**config.mk**
```make
export PLATFORM = sky130hd
export DESIGN_NAME = ums_modem_status
export DESIGN_NICKNAME = d
export VERILOG_FILES = /design/src/hw/ums_pkg.sv /design/src/hw/ums_modem_status.sv
export SDC_FILE = /design/constraint.sdc
export NUM_CORES = 1
export LEC_CHECK = 0
export BUFFER_PORTS_ARGS = -buffer_cell sky130_fd_sc_hd__buf_2
export CORE_UTILIZATION = 54
export CTS_CLUSTER_DIAMETER = 30
export CTS_CLUSTER_SIZE = 28
export DETAILED_ROUTE_END_ITERATION = 12
export PLACE_DENSITY = 0.79
export SYNTH_ARGS = -nofsm -noshare
export SYNTH_HDL_FRONTEND = slang
export SYNTH_SLANG_ARGS = --single-unit
```
**constraint.sdc**
```tcl
create_clock -name clk_i -period 2.4 [get_ports clk_i]
set_clock_uncertainty 0.2 [all_clocks]
set_input_delay 0.24 -clock clk_i [delete_from_list [all_inputs] [get_ports clk_i]]
set_output_delay 0.24 -clock clk_i [all_outputs]
set_load 0.01 [all_outputs]
```
**src/hw/ums_pkg.sv**
```systemverilog
// constants, carriers and state layout of the modem status block
package ums_pkg;

    // -------------------------------------------------------------
    // register byte addresses
    // -------------------------------------------------------------
    localparam int ADR_W = 8;
    localparam logic [7:0] ADR_MSR = 8'h00;
    localparam logic [7:0] ADR_SPR = 8'h04;
    localparam logic [7:0] ADR_EFR = 8'h08;
    localparam logic [7:0] ADR_MCR = 8'h0C;
    localparam logic [7:0] ADR_LVL = 8'h10;

    // -------------------------------------------------------------
    // field positions
    // -------------------------------------------------------------
    localparam int MCR_DTR = 0;
    localparam int MCR_RTS = 1;
    localparam int MCR_OP1 = 2;
    localparam int MCR_OP2 = 3;
    localparam int MCR_LOOP = 4;
    localparam logic [7:0] MCR_STD_MASK = 8'h1F;
    localparam int EFR_ENH = 4;
    localparam int EFR_ARTS = 6;
    localparam int EFR_ACTS = 7;
    localparam int IN_CTS = 0;
    localparam int IN_DSR = 1;
    localparam int IN_RI = 2;
    localparam int IN_CD = 3;

    // -------------------------------------------------------------
    // reset values and warm-up end count
    // -------------------------------------------------------------
    localparam logic [7:0] MCR_RST = 8'h00;
    localparam logic [7:0] EFR_RST = 8'h00;
    localparam logic [7:0] SPR_RST = 8'h00;
    localparam logic [3:0] DELTA_RST = 4'h0;
    localparam logic [3:0] PIN_RST = 4'hF;
    localparam logic [7:0] LVL_TRIG_RST = 8'h08;
    localparam logic [7:0] LVL_NEXT_RST = 8'h10;
    localparam logic [7:0] LVL_LOW_RST = 8'h04;
    localparam logic [1:0] WARM_DONE = 2'h3;

    // -------------------------------------------------------------
    // carriers
    // -------------------------------------------------------------
    typedef struct packed {
        logic cd_n;
        logic ri_n;
        logic dsr_n;
        logic cts_n;
    } ums_modem_in_s;

    typedef struct packed {
        logic op2_n;
        logic op1_n;
        logic dtr_n;
        logic rts_n;
    } ums_modem_out_s;

    typedef struct packed {
        logic [3:0] sync1;
        logic [3:0] sync2;
        logic [3:0] prev;
        logic [1:0] warm;
        logic [3:0] delta;
        logic [7:0] modem_output_ctl;
        logic [7:0] enhanced_feature_ctl;
        logic [7:0] scratch_byte;
        logic [7:0] lvl_trig;
        logic [7:0] lvl_next;
        logic [7:0] lvl_low;
        logic rts_blk;
        logic ack;
        logic [31:0] dat;
        ums_modem_out_s mout;
        logic irq;
        logic trig;
        logic hold;
        logic loop;
        logic [3:0] flow;
        logic tx_dual;
        logic rx_dual;
    } ums_state_s;

endpackage : ums_pkg

```
**src/hw/ums_modem_status.sv**
```systemverilog
// modem status, flow control and scratch registers of one channel
//
// Register access over Wishbone and the register addresses were left to the implementer.
`timescale 1ns/1ps

module ums_modem_status #(
    parameter int FW = 6
) (
    input wire logic clk_i,
    input wire logic rst_i,
    input wire logic wb_cyc_i,
    input wire logic wb_stb_i,
    input wire logic wb_we_i,
    input wire logic [ums_pkg::ADR_W-1:0] wb_adr_i,
    input wire logic [3:0] wb_sel_i,
    input wire logic [31:0] wb_dat_i,
    output logic [31:0] wb_dat_o,
    output logic wb_ack_o,
    input wire ums_pkg::ums_modem_in_s modem_i,
    output ums_pkg::ums_modem_out_s modem_o,
    input wire logic [FW-1:0] rx_fill_i,
    output logic modem_irq_o,
    output logic rx_trig_o,
    output logic tx_hold_o,
    output logic loopback_o,
    output logic [3:0] sw_flow_o,
    output logic tx_pair_o,
    output logic rx_pair_o
);

    // -------------------------------------------------------------
    // state
    // -------------------------------------------------------------
    localparam ums_pkg::ums_state_s ST_RST = '{
        sync1: ums_pkg::PIN_RST,
        sync2: ums_pkg::PIN_RST,
        prev: ums_pkg::PIN_RST,
        warm: 2'h0,
        delta: ums_pkg::DELTA_RST,
        modem_output_ctl: ums_pkg::MCR_RST,
        enhanced_feature_ctl: ums_pkg::EFR_RST,
        scratch_byte: ums_pkg::SPR_RST,
        lvl_trig: ums_pkg::LVL_TRIG_RST,
        lvl_next: ums_pkg::LVL_NEXT_RST,
        lvl_low: ums_pkg::LVL_LOW_RST,
        rts_blk: 1'b0,
        ack: 1'b0,
        dat: 32'h0000_0000,
        mout: 4'hF,
        irq: 1'b0,
        trig: 1'b0,
        hold: 1'b0,
        loop: 1'b0,
        flow: 4'h0,
        tx_dual: 1'b0,
        rx_dual: 1'b0
    };

    ums_pkg::ums_state_s st_q;
    ums_pkg::ums_state_s st_d;

    logic req;
    logic rd_msr;
    logic [3:0] pin;
    logic [3:0] ev;
    logic [7:0] modem_line_state;
    logic [7:0] mcr_eff;
    logic [7:0] fill;

    // -------------------------------------------------------------
    // helpers
    // -------------------------------------------------------------
    function automatic logic hit(
        input logic [ums_pkg::ADR_W-1:0] a,
        input logic [7:0] r
    );
        hit = (a == r);
    endfunction : hit

    // -------------------------------------------------------------
    // next state
    // -------------------------------------------------------------
    always_comb begin
        st_d = st_q;
        req = wb_cyc_i & wb_stb_i & ~st_q.ack;
        rd_msr = req & ~wb_we_i & hit(wb_adr_i, ums_pkg::ADR_MSR);
        fill = 8'(rx_fill_i);

        // enhanced bits vanish but stay stored
        mcr_eff = st_q.enhanced_feature_ctl[ums_pkg::EFR_ENH] ? st_q.modem_output_ctl :
            (st_q.modem_output_ctl & ums_pkg::MCR_STD_MASK);

        // two stage synchroniser, only sync2 is looked at
        st_d.sync1 = modem_i;
        st_d.sync2 = st_q.sync1;

        // pin level seen by the status logic
        if (st_q.modem_output_ctl[ums_pkg::MCR_LOOP]) begin
            pin = ~{st_q.modem_output_ctl[ums_pkg::MCR_OP2],
                    st_q.modem_output_ctl[ums_pkg::MCR_OP1],
                    st_q.modem_output_ctl[ums_pkg::MCR_DTR],
                    st_q.modem_output_ctl[ums_pkg::MCR_RTS]};
        end else begin
            pin = st_q.sync2;
        end
        st_d.prev = pin;

        // warm-up keeps reset release from faking a change
        if (st_q.warm != ums_pkg::WARM_DONE) begin
            st_d.warm = st_q.warm + 2'h1;
        end

        ev = 4'h0;
        if (st_q.warm == ums_pkg::WARM_DONE) begin
            ev[ums_pkg::IN_CD] = pin[3] ^ st_q.prev[3];
            ev[ums_pkg::IN_RI] = pin[2] & ~st_q.prev[2];
            ev[ums_pkg::IN_DSR] = pin[1] ^ st_q.prev[1];
            ev[ums_pkg::IN_CTS] = pin[0] ^ st_q.prev[0];
        end

        // upper half is live, lower half the sticky changes
        modem_line_state = {~st_q.prev, st_q.delta};

        // a change in the read cycle survives the clear
        st_d.delta = (rd_msr ? ums_pkg::DELTA_RST : st_q.delta)
            | ev;

        // ---------------------------------------------------------
        // bus slave
        // ---------------------------------------------------------
        st_d.ack = req;
        st_d.dat = 32'h0000_0000;
        if (req & ~wb_we_i) begin
            case (wb_adr_i)
                ums_pkg::ADR_MSR: st_d.dat = {24'h00_0000, modem_line_state};
                ums_pkg::ADR_SPR: st_d.dat = {24'h00_0000, st_q.scratch_byte};
                ums_pkg::ADR_EFR: st_d.dat = {24'h00_0000, st_q.enhanced_feature_ctl};
                ums_pkg::ADR_MCR: st_d.dat = {24'h00_0000, mcr_eff};
                ums_pkg::ADR_LVL: begin
                    st_d.dat = {8'h00, st_q.lvl_low,
                        st_q.lvl_next, st_q.lvl_trig};
                end
                default: st_d.dat = 32'h0000_0000;
            endcase
        end

        if (req & wb_we_i) begin
            case (wb_adr_i)
                ums_pkg::ADR_SPR: begin
                    if (wb_sel_i[0]) begin
                        st_d.scratch_byte = wb_dat_i[7:0];
                    end
                end
                ums_pkg::ADR_EFR: begin
                    if (wb_sel_i[0]) begin
                        st_d.enhanced_feature_ctl = wb_dat_i[7:0];
                    end
                end
                ums_pkg::ADR_MCR: begin
                    if (wb_sel_i[0]) begin
                        st_d.modem_output_ctl = wb_dat_i[7:0];
                    end
                end
                ums_pkg::ADR_LVL: begin
                    if (wb_sel_i[0]) begin
                        st_d.lvl_trig = wb_dat_i[7:0];
                    end
                    if (wb_sel_i[1]) begin
                        st_d.lvl_next = wb_dat_i[15:8];
                    end
                    if (wb_sel_i[2]) begin
                        st_d.lvl_low = wb_dat_i[23:16];
                    end
                end
                default: begin
                    st_d.dat = 32'h0000_0000;
                end
            endcase
        end

        // ---------------------------------------------------------
        // flow control and outputs
        // ---------------------------------------------------------
        st_d.irq = |st_d.delta;

        // hysteresis between next and lower level
        if (!st_q.enhanced_feature_ctl[ums_pkg::EFR_ARTS]) begin
            st_d.rts_blk = 1'b0;
        end else if (st_q.rts_blk) begin
            st_d.rts_blk = (fill >= st_q.lvl_low);
        end else begin
            st_d.rts_blk = (fill >= st_q.lvl_next);
        end
        st_d.trig = st_q.enhanced_feature_ctl[ums_pkg::EFR_ARTS] &
            (fill >= st_q.lvl_trig);

        // outputs held inactive while looped back
        st_d.loop = st_q.modem_output_ctl[ums_pkg::MCR_LOOP];
        st_d.mout.rts_n = st_d.loop | st_d.rts_blk |
            ~mcr_eff[ums_pkg::MCR_RTS];
        st_d.mout.dtr_n = st_d.loop | ~mcr_eff[ums_pkg::MCR_DTR];
        st_d.mout.op1_n = st_d.loop | ~mcr_eff[ums_pkg::MCR_OP1];
        st_d.mout.op2_n = st_d.loop | ~mcr_eff[ums_pkg::MCR_OP2];

        st_d.hold = st_q.enhanced_feature_ctl[ums_pkg::EFR_ACTS] & pin[0];

        // matcher and sender outside read these
        st_d.flow = st_q.enhanced_feature_ctl[3:0];
        st_d.tx_dual = st_q.enhanced_feature_ctl[3] & st_q.enhanced_feature_ctl[2];
        st_d.rx_dual = st_q.enhanced_feature_ctl[1] & st_q.enhanced_feature_ctl[0];
    end

    always_ff @(posedge clk_i) begin
        if (rst_i) begin
            st_q <= ST_RST;
        end else begin
            st_q <= st_d;
        end
    end

    // -------------------------------------------------------------
    // outputs
    // -------------------------------------------------------------
    assign wb_dat_o = st_q.dat;
    assign wb_ack_o = st_q.ack;
    assign modem_o = st_q.mout;
    assign modem_irq_o = st_q.irq;
    assign rx_trig_o = st_q.trig;
    assign tx_hold_o = st_q.hold;
    assign loopback_o = st_q.loop;
    assign sw_flow_o = st_q.flow;
    assign tx_pair_o = st_q.tx_dual;
    assign rx_pair_o = st_q.rx_dual;
endmodule : ums_modem_status

```
==> results.md, run 1 <==
* Run status: finished, final reports clean
* Clock latency on the worst-skew pair at 0.37 ns
* Wire length per cell at 14.9 um
* Worst Hold Depth at 4
* First element of the critical path: wb_cyc_i
* Synth Warn # at 0
* CTS tree: yes
* Core Footprint at 0.00822 sq mm
* Synth Register Bits at 106
* Reg-to-reg critical path startpoint: wb_ack_o$_SDFF_PP0_
* Count of flip-flops with a built-in enable after synthesis at 0
* Largest net degree at the start of global routing at 40
* Kind of path behind the tightest hold check: in -> reg
* Max Root-Sink Buffers at 2
* Arrival time at the worst endpoint at approximately 2.3 ns
* Sequential element share of the synthesized area at 0.463
* Post-synthesis cell area at 0.00459 sq mm
* Critical path depth at 7
* Post-detail-place hpwl at 7200 um
* Global routing usage summed across all routing layers at 0.252
* Combinational group share of total power at 0.071
* Number of cell instances on the worst register-to-register path at 5
* Initial core utilization at 0.558
* Predominant post-synthesis flop cell: sky130_fd_sc_hd__dfxtp_1
* Combined buffer and inverter count along the critical path at 2
* Final GP Congestion at ~0.96
* Internal Pwr Total at between 2 and 3 mW
* Mapped Cells at 508
* Number of pins with negative max-slew slack in the final report at 0
* Die width at approximately 94 um
* Sum Neg Setup Slack at 0 ns
* Crit-path max cell delay at between 0.5 and 0.6 ns
* Data required time of the critical path at 2.47 ns
* Routed wire length at 10,400 um
* Worst setup EP type: flop
* Number of I/O pins at 106
* Placement Cell Area at 0.00487 sq mm
* Critical setup path kind: in -> reg
* Worst-path cell with the longest stage delay: sky130_fd_sc_hd__dlygate4sd3_1
* Number of hold violations in the final report at 0
* Detailed-router iteration count before antenna repair at 5
* Maximum operating frequency at 0.459 GHz
* Post-detailed-route DRC marker count at 0
* Drt first-iter violations at between 200 and 250
* Launch point of the worst hold path: wb_adr_i[6]
* Full die area at 0.00887 sq mm
* Row Count at 33
* Portion of total power attributed to the clock network at 0.413
* Reported max-cap violation count at 0
* Die outline height at 94.2 um
* Fin crit period at around 2.2 ns
* RSZ-0062 raised after global routing: false
* Highest net fanout along the worst path at 9
* Number of routed nets with antenna violations at 0
* Wire length of the first global-routing pass at between 15,000 and 20,000 um
* Count of H-tree levels built during CTS at 3
* Synth cell types at 46
* Switching share of total power at 0.214
* Number of fill cells at around 660
* Fraction of layout cells with a size suffix above 1 at 0.219
* Ratio of total power to cell area at 636 mW/mm^2
* Net count of the finished layout at 667
* Vias per cell at 5.40
* Sequential power share at 0.515
* Mean instance size in the synthesized netlist at 9.03 sq um
* Family with the most delay on the worst path: simple AND/OR/NAND/NOR gates
* Total gr overflow at 0
* Number of inserted diodes at 0
* Final setup violation count at 0
* Count of vias placed by the detailed router at approximately 3,800
* Port Buf Inserts at 88
* Post-synth ARST share at 0
* Pwr Total at 3.46 mW
* Clock root buffer: sky130_fd_sc_hd__clkbuf_8
* Sw power at roughly 740 uW
* Final critical-path share of the clock period at 0.908
* Clock-pin slew reported for the worst setup and hold paths after clock tree synthesis at 0.10 ns
* Number of global-route vias before repair at 3,682
* Signed area change from the synthesized netlist to the final layout at 18.7%
* Final instance area at 0.00545 sq mm
* Worst setup SP type: input pin
* Buffers inserted during post-CTS setup optimization at 0
* Antenna violations before repair at 0
* Static leakage at 2.50 nW
* Worst vdd rail ir drop at 0.402 mV
* Clock sinks at 106
* TritonCTS buffer count at 9
* Ordered cell list for the critical path: dlygate4sd3_1 > buf_2 > and3b_1 > and3_1 > and2_1 > nor2_1 > a211o_1
==> kinds of logic (layout without fill, tap and decap cells) <==
logic type,count (synthesis),count (layout),synth area share
AND/OR/NAND/NOR,180,180,0.202
adder cells (fa/ha/maj),19,19,0.0518
buffers and inverters,85,164,0.104
multiplexers,33,33,0.0720
flip-flops,106,106,0.463
AO/OA/AOI/OAI,80,80,0.0995
other,1,8,0.000817
XOR/XNOR,4,4,0.00764
==> Yosys cell counts (all sizes together), types with 2 or more instances <==
cell | count | area [sq um]
dfxtp | 106 | 2120
nor2 | 48 | 183
a21oi | 46 | 230
buf | 45 | 328
nand2 | 43 | 161
mux2i | 33 | 330
nand3 | 22 | 115
clkbuf | 20 | 75.1
inv | 20 | 75.1
ha | 19 | 238
and3 | 18 | 113
o21ai | 15 | 75.1
nor2b | 10 | 62.6
or2 | 9 | 56.3
a22oi | 7 | 52.6
nand2b | 5 | 31.3
nand4 | 5 | 43.8
nor3 | 5 | 25.0
and2 | 4 | 25.0
a21o | 3 | 22.5
xnor2 | 3 | 26.3
and3b | 2 | 17.5
o21a | 2 | 15.0
or4 | 2 | 18.8
==> stage by stage <==
stage,instances,setup WS (ns),hold slack [ns],utilization
global route,699,0.0827,0.0482,0.663
floorplan,515,0.456,0.144,-
CTS,699,0.272,0.0399,0.663
detailed placement,653,0.0194,0.196,0.593
finish,699,0.220,0.0531,0.663
global placement,653,0.0945,0.193,0.593
==> worst register-to-register path: stages (launching register included) <==
cell and delay [ns]:
sky130_fd_sc_hd__dfxtp_1 0.33, sky130_fd_sc_hd__and3b_1 0.22, sky130_fd_sc_hd__and3_1 0.44, sky130_fd_sc_hd__and2_1 0.43, sky130_fd_sc_hd__nor2_1 0.07, sky130_fd_sc_hd__a211o_1 0.26
==> sequential cells by signal, indices dropped and copies added, names as in the netlist <==
name / count
st_q: 54
wb_dat_o: 24
st_d: 9
modem_line_state: 4
modem_o: 4
sw_flow_o: 4
loopback_o: 1
modem_irq_o: 1
rx_pair_o: 1
rx_trig_o: 1
tx_hold_o: 1
tx_pair_o: 1
wb_ack_o: 1
==> cells in the final DEF (no fill, tap or decap), types with 15 or more instances in the layout <==
| cell | n |
|---|---|
| sky130_fd_sc_hd__a21oi_1 | 46 |
| sky130_fd_sc_hd__and3_1 | 18 |
| sky130_fd_sc_hd__buf_2 | 88 |
| sky130_fd_sc_hd__dfxtp_1 | 106 |
| sky130_fd_sc_hd__dlygate4sd3_1 | 30 |
| sky130_fd_sc_hd__ha_1 | 19 |
| sky130_fd_sc_hd__inv_1 | 20 |
| sky130_fd_sc_hd__mux2i_1 | 33 |
| sky130_fd_sc_hd__nand2_1 | 43 |
| sky130_fd_sc_hd__nand3_1 | 21 |
| sky130_fd_sc_hd__nor2_1 | 47 |
| sky130_fd_sc_hd__o21ai_0 | 15 |
==> final cells by class <==
type | instances | area, sq um | area share
clock buffers | 10 | 138 | 0.0253
repair buffers | 128 | 828 | 0.152
flip-flops and latches | 106 | 2120 | 0.390
well taps | 105 | 131 | 0.0241
multi-input cells | 324 | 2010 | 0.370
inverters | 20 | 75.1 | 0.0138
clock inverters | 6 | 138 | 0.0253
==> power by group through the flow <==
stage               registers (mW)  clock network [mW]  logic, mW
floorplan                     1.83                   0      0.123
global placement              1.83                   0      0.197
detailed placement            1.83                   0      0.204
CTS                           1.79                1.45      0.243
global route                  1.79                1.52      0.274
finish                        1.79                1.43      0.247
==> path summary, 6_finish.rpt <==
check | slack, ns | to
hold / removal | 0.05 | wb_dat_o[7]$_SDFF_PP0_
hold reg to reg | 0.22 | st_q[107]$_SDFF_PP1_
setup reg to reg | 0.36 | st_q[67]$_SDFFE_PP1P_
setup / recovery | 0.22 | st_q[67]$_SDFFE_PP1P_
==> per-layer routing <==
metal  track usage  routed length [um]  part of all wire  up-vias
met5             0                   0                 0        -
met4         0.127                 334             0.032        0
met3        0.0348                 481             0.046       30
met2         0.414                4990              0.48      133
met1         0.321                4640              0.44     1784
li1              -                   -                 -     1828
==> repair_timing <==
| item | 4_1_cts | 5_1_grt |
|---|---|---|
| gates resized for setup | 0 | 0 |
| endpoints found under the hold margin | 43 | 0 |
| setup endpoints to repair | 0 | 0 |
| hold buffers | 30 | 0 |
Power figures use the tool's default switching activity.
==> inputs of run 2 (changes only) <==
--- a/config.mk
+++ b/config.mk
@@ -5,7 +5,7 @@
 export SDC_FILE = /design/constraint.sdc
 export NUM_CORES = 1
 export LEC_CHECK = 0
-export BUFFER_PORTS_ARGS = -buffer_cell sky130_fd_sc_hd__buf_2
+export BUFFER_PORTS_ARGS = -buffer_cell sky130_fd_sc_hd__clkbuf_2
 export CORE_UTILIZATION = 54
 export CTS_CLUSTER_DIAMETER = 30
 export CTS_CLUSTER_SIZE = 28
==> run 2 against run 1 <==
Non-clock buffer count is 3 lower. Worst setup slack worse by 0.011 ns. Via count is 0.56% lower. Sequential power hardly changed. Largest cell class unchanged. Critical endpoint unchanged. Register-to-register slack worse by 0.04 ns. Clock power is 15% lower. Global-route usage is 0.45 points lower.
==> results.md, run 2 (same netlist as run 1, synthesis figures left out) <==
* Run status: finished, final reports clean
* Worst setup EP type: flop
* Post-detailed-route DRC marker count at 0 (unchanged)
* Row Count at 33 (unchanged)
* Wire length per cell at 15.1 um (+1.4%)
* Hold WS at 0.0297 ns (-0.0234 ns)
* Combined area of the multi-input logic cells at 0.00202 sq mm (about the same)
* Clock sinks at 106 (unchanged)
* Static leakage at 2.44 nW (-2.4%)
* Leading cell type in the layout, fill and taps excluded: sky130_fd_sc_hd__dfxtp_1
* Kind of path behind the tightest hold check: in -> reg
* Highest net fanout along the worst path at 10 (+1)
* Number of fill cells at 691 (+4.1%)
* Port Buf Inserts at 88 (unchanged)
* Register with the highest flop count: st_q
* Combinational group share of total power at 0.076 (+0.005)
* Number of global-route vias before repair at 3,574 (-2.9%)
* Clock-pin slew reported for the worst setup and hold paths after clock tree synthesis at 0.10 ns (about the same)
* Clock root buffer: sky130_fd_sc_hd__clkbuf_8
* Fraction of layout cells with a size suffix above 1 at 0.217 (-0.00227)
* Ordered cell list for the critical path: dlygate4sd3_1 > clkbuf_2 > and3b_1 > and3_2 > and2_1 > nor2_1 > a211o_1
* Die outline height at 94.2 um (unchanged)
* Wire length of the first global-routing pass at 16,700 um (-1.6%)
* Final setup violation count at 0 (unchanged)
* First element of the critical path: wb_cyc_i
* Arrival time at the worst endpoint at 2.26 ns (about the same)
* Pwr Total at 3.25 mW (-6.3%)
* Family with the most delay on the worst path: simple AND/OR/NAND/NOR gates
* Combined buffer and inverter count along the critical path at 2 (unchanged)
* Ratio of total power to cell area at 603 mW/mm^2 (-5.1%)
* Vias per cell at 5.39 (-0.13%)
* Largest net degree at the start of global routing at 80 (+100%)
* Final GP Congestion at 0.970 (+1.3%)
* Count of H-tree levels built during CTS at 3 (unchanged)
* Sequential power share at 0.550 (+0.035)
* Buffers inserted during post-CTS setup optimization at 0 (unchanged)
* Placement Cell Area at 0.00488 sq mm (+0.10%)
* Portion of total power attributed to the clock network at 0.373 (-0.040)
* Number of hold violations in the final report at 0 (unchanged)
* Signed area change from the synthesized netlist to the final layout at 17.2%
* Fin crit period at 2.19 ns (+0.0115 ns)
* CTS tree: yes
* Data required time of the critical path at 2.47 ns (about the same)
* Reported max-cap violation count at 0 (unchanged)
* Number of pins with negative max-slew slack in the final report at 0 (unchanged)
* Maximum operating frequency at 0.456 GHz (-0.52%)
* Worst vdd rail ir drop at 0.333 mV (-17%)
* Most frequent cells in the layout: 106 x sky130_fd_sc_hd__dfxtp_1, 88 x sky130_fd_sc_hd__clkbuf_2, 47 x sky130_fd_sc_hd__nor2_1
* Final critical-path share of the clock period at 0.913 (+0.00477)
* Die width at 94.2 um (unchanged)
* Drt first-iter violations at 291 (+20%)
* Sum Neg Setup Slack at 0 ns (unchanged)
* Number of I/O pins at 106 (unchanged)
* Antenna violations before repair at 0 (unchanged)
* Critical setup path kind: in -> reg
* Flip-flop count of the largest register after layout at 54 (unchanged)
* Count of vias placed by the detailed router at 3,754 (-0.56%)
* Number of routed nets with antenna violations at 0 (unchanged)
* Internal Pwr Total at 2.51 mW (-7.9%)
* Number of inserted diodes at 0 (unchanged)
* Switching share of total power at 0.226 (+0.0127)
* TritonCTS buffer count at 9 (unchanged)
* Worst setup SP type: input pin
* Routed wire length at 10,500 um (+1.0%)
* Final instance area at 0.00538 sq mm (-1.3%)
* Detailed-router iteration count before antenna repair at 5 (unchanged)
* Post-detail-place hpwl at 7330 um (+1.7%)
* Clock latency on the worst-skew pair at 0.37 ns (about the same)
* Full die area at 0.00887 sq mm (unchanged)
* Seq. cell area at 0.00212 sq mm (unchanged)
* Worst-path cell with the longest stage delay: sky130_fd_sc_hd__dlygate4sd3_1
* Global routing usage summed across all routing layers at 0.248 (-0.00452)
* Crit-path max cell delay at 0.52 ns (about the same)
* Reg-to-reg critical path startpoint: wb_ack_o$_SDFF_PP0_
* Net count of the finished layout at 664 (-0.45%)
* Sw power at 735 uW (-0.80%)
* Initial core utilization at 0.558 (unchanged)
* Launch point of the worst hold path: wb_dat_i[0]
* Max Root-Sink Buffers at 2 (unchanged)
* Total gr overflow at 0 (unchanged)
* Core Footprint at 0.00822 sq mm (unchanged)
* RSZ-0062 raised after global routing: false
run 2: cell count changes in the layout (fill, tap and decap cells not counted):
cell and change:
sky130_fd_sc_hd__buf_2 -88, sky130_fd_sc_hd__clkbuf_2 +88, sky130_fd_sc_hd__buf_4 -2, sky130_fd_sc_hd__bufinv_16 -2, sky130_fd_sc_hd__clkbuf_1 +2, sky130_fd_sc_hd__clkinv_4 -2, sky130_fd_sc_hd__clkinvlp_4 +2, sky130_fd_sc_hd__dlygate4sd3_1 -2
sky130_fd_sc_hd__and3_1 -1, sky130_fd_sc_hd__and3_2 +1, sky130_fd_sc_hd__buf_12 +1
run 2: per-stage QoR:
step	setup slack, ns	std cells	utilization
after global placement	0.108	652	0.593
after CTS	0.112	696	0.654
after floorplan	0.456	515	-
after global routing	0.109	696	0.654
after detailed placement	0.0426	652	0.593
final	0.209	696	0.654
run 2: timing repair:
action	CTS	global route
setup endpoints to repair	0	1
endpoints found under the hold margin	36	0
gates resized for setup	0	1
hold buffers	28	0
run 2: worst min-delay path, delay by kind of cell:
kind / cells / cell delay (ns)
compound gates: 1 / 0.06
buf+inv: 1 / 0.15
simple gates: 1 / 0.10
run 2: cell type report:
cell class / count / area share
multi-input combinational: 324 / 0.375
tap: 105 / 0.0244
clock buffer: 12 / 0.0270
clock inverter: 4 / 0.0140
sequential: 106 / 0.395
inverter: 20 / 0.0140
timing repair buffer: 125 / 0.151
run 2: final timing paths:
check,endpoint,slack (ns),depth (start not counted)
worst max-delay path,st_q[67]$_SDFFE_PP1P_,0.21,7
worst min-delay path,st_q[72]$_SDFFE_PP0P_,0.03,3
worst max register to register,st_q[67]$_SDFFE_PP1P_,0.32,5
worst min register to register,st_q[107]$_SDFF_PP1_,0.21,1
run 2: metal layers:
layer	vias to the layer above	track usage	routed length, um
met5	-	0	0
met4	0	0.108	299
met3	31	0.0461	608
met2	150	0.406	4900
met1	1746	0.315	4730
li1	1827	-	-
run 2: power groups by stage:
stage | Combinational [mW] | Sequential, mW | Clock (mW)
final | 0.248 | 1.79 | 1.21
after global routing | 0.272 | 1.79 | 1.30
after CTS | 0.244 | 1.79 | 1.22
after detailed placement | 0.208 | 1.83 | 0
after global placement | 0.198 | 1.83 | 0
after floorplan | 0.123 | 1.83 | 0
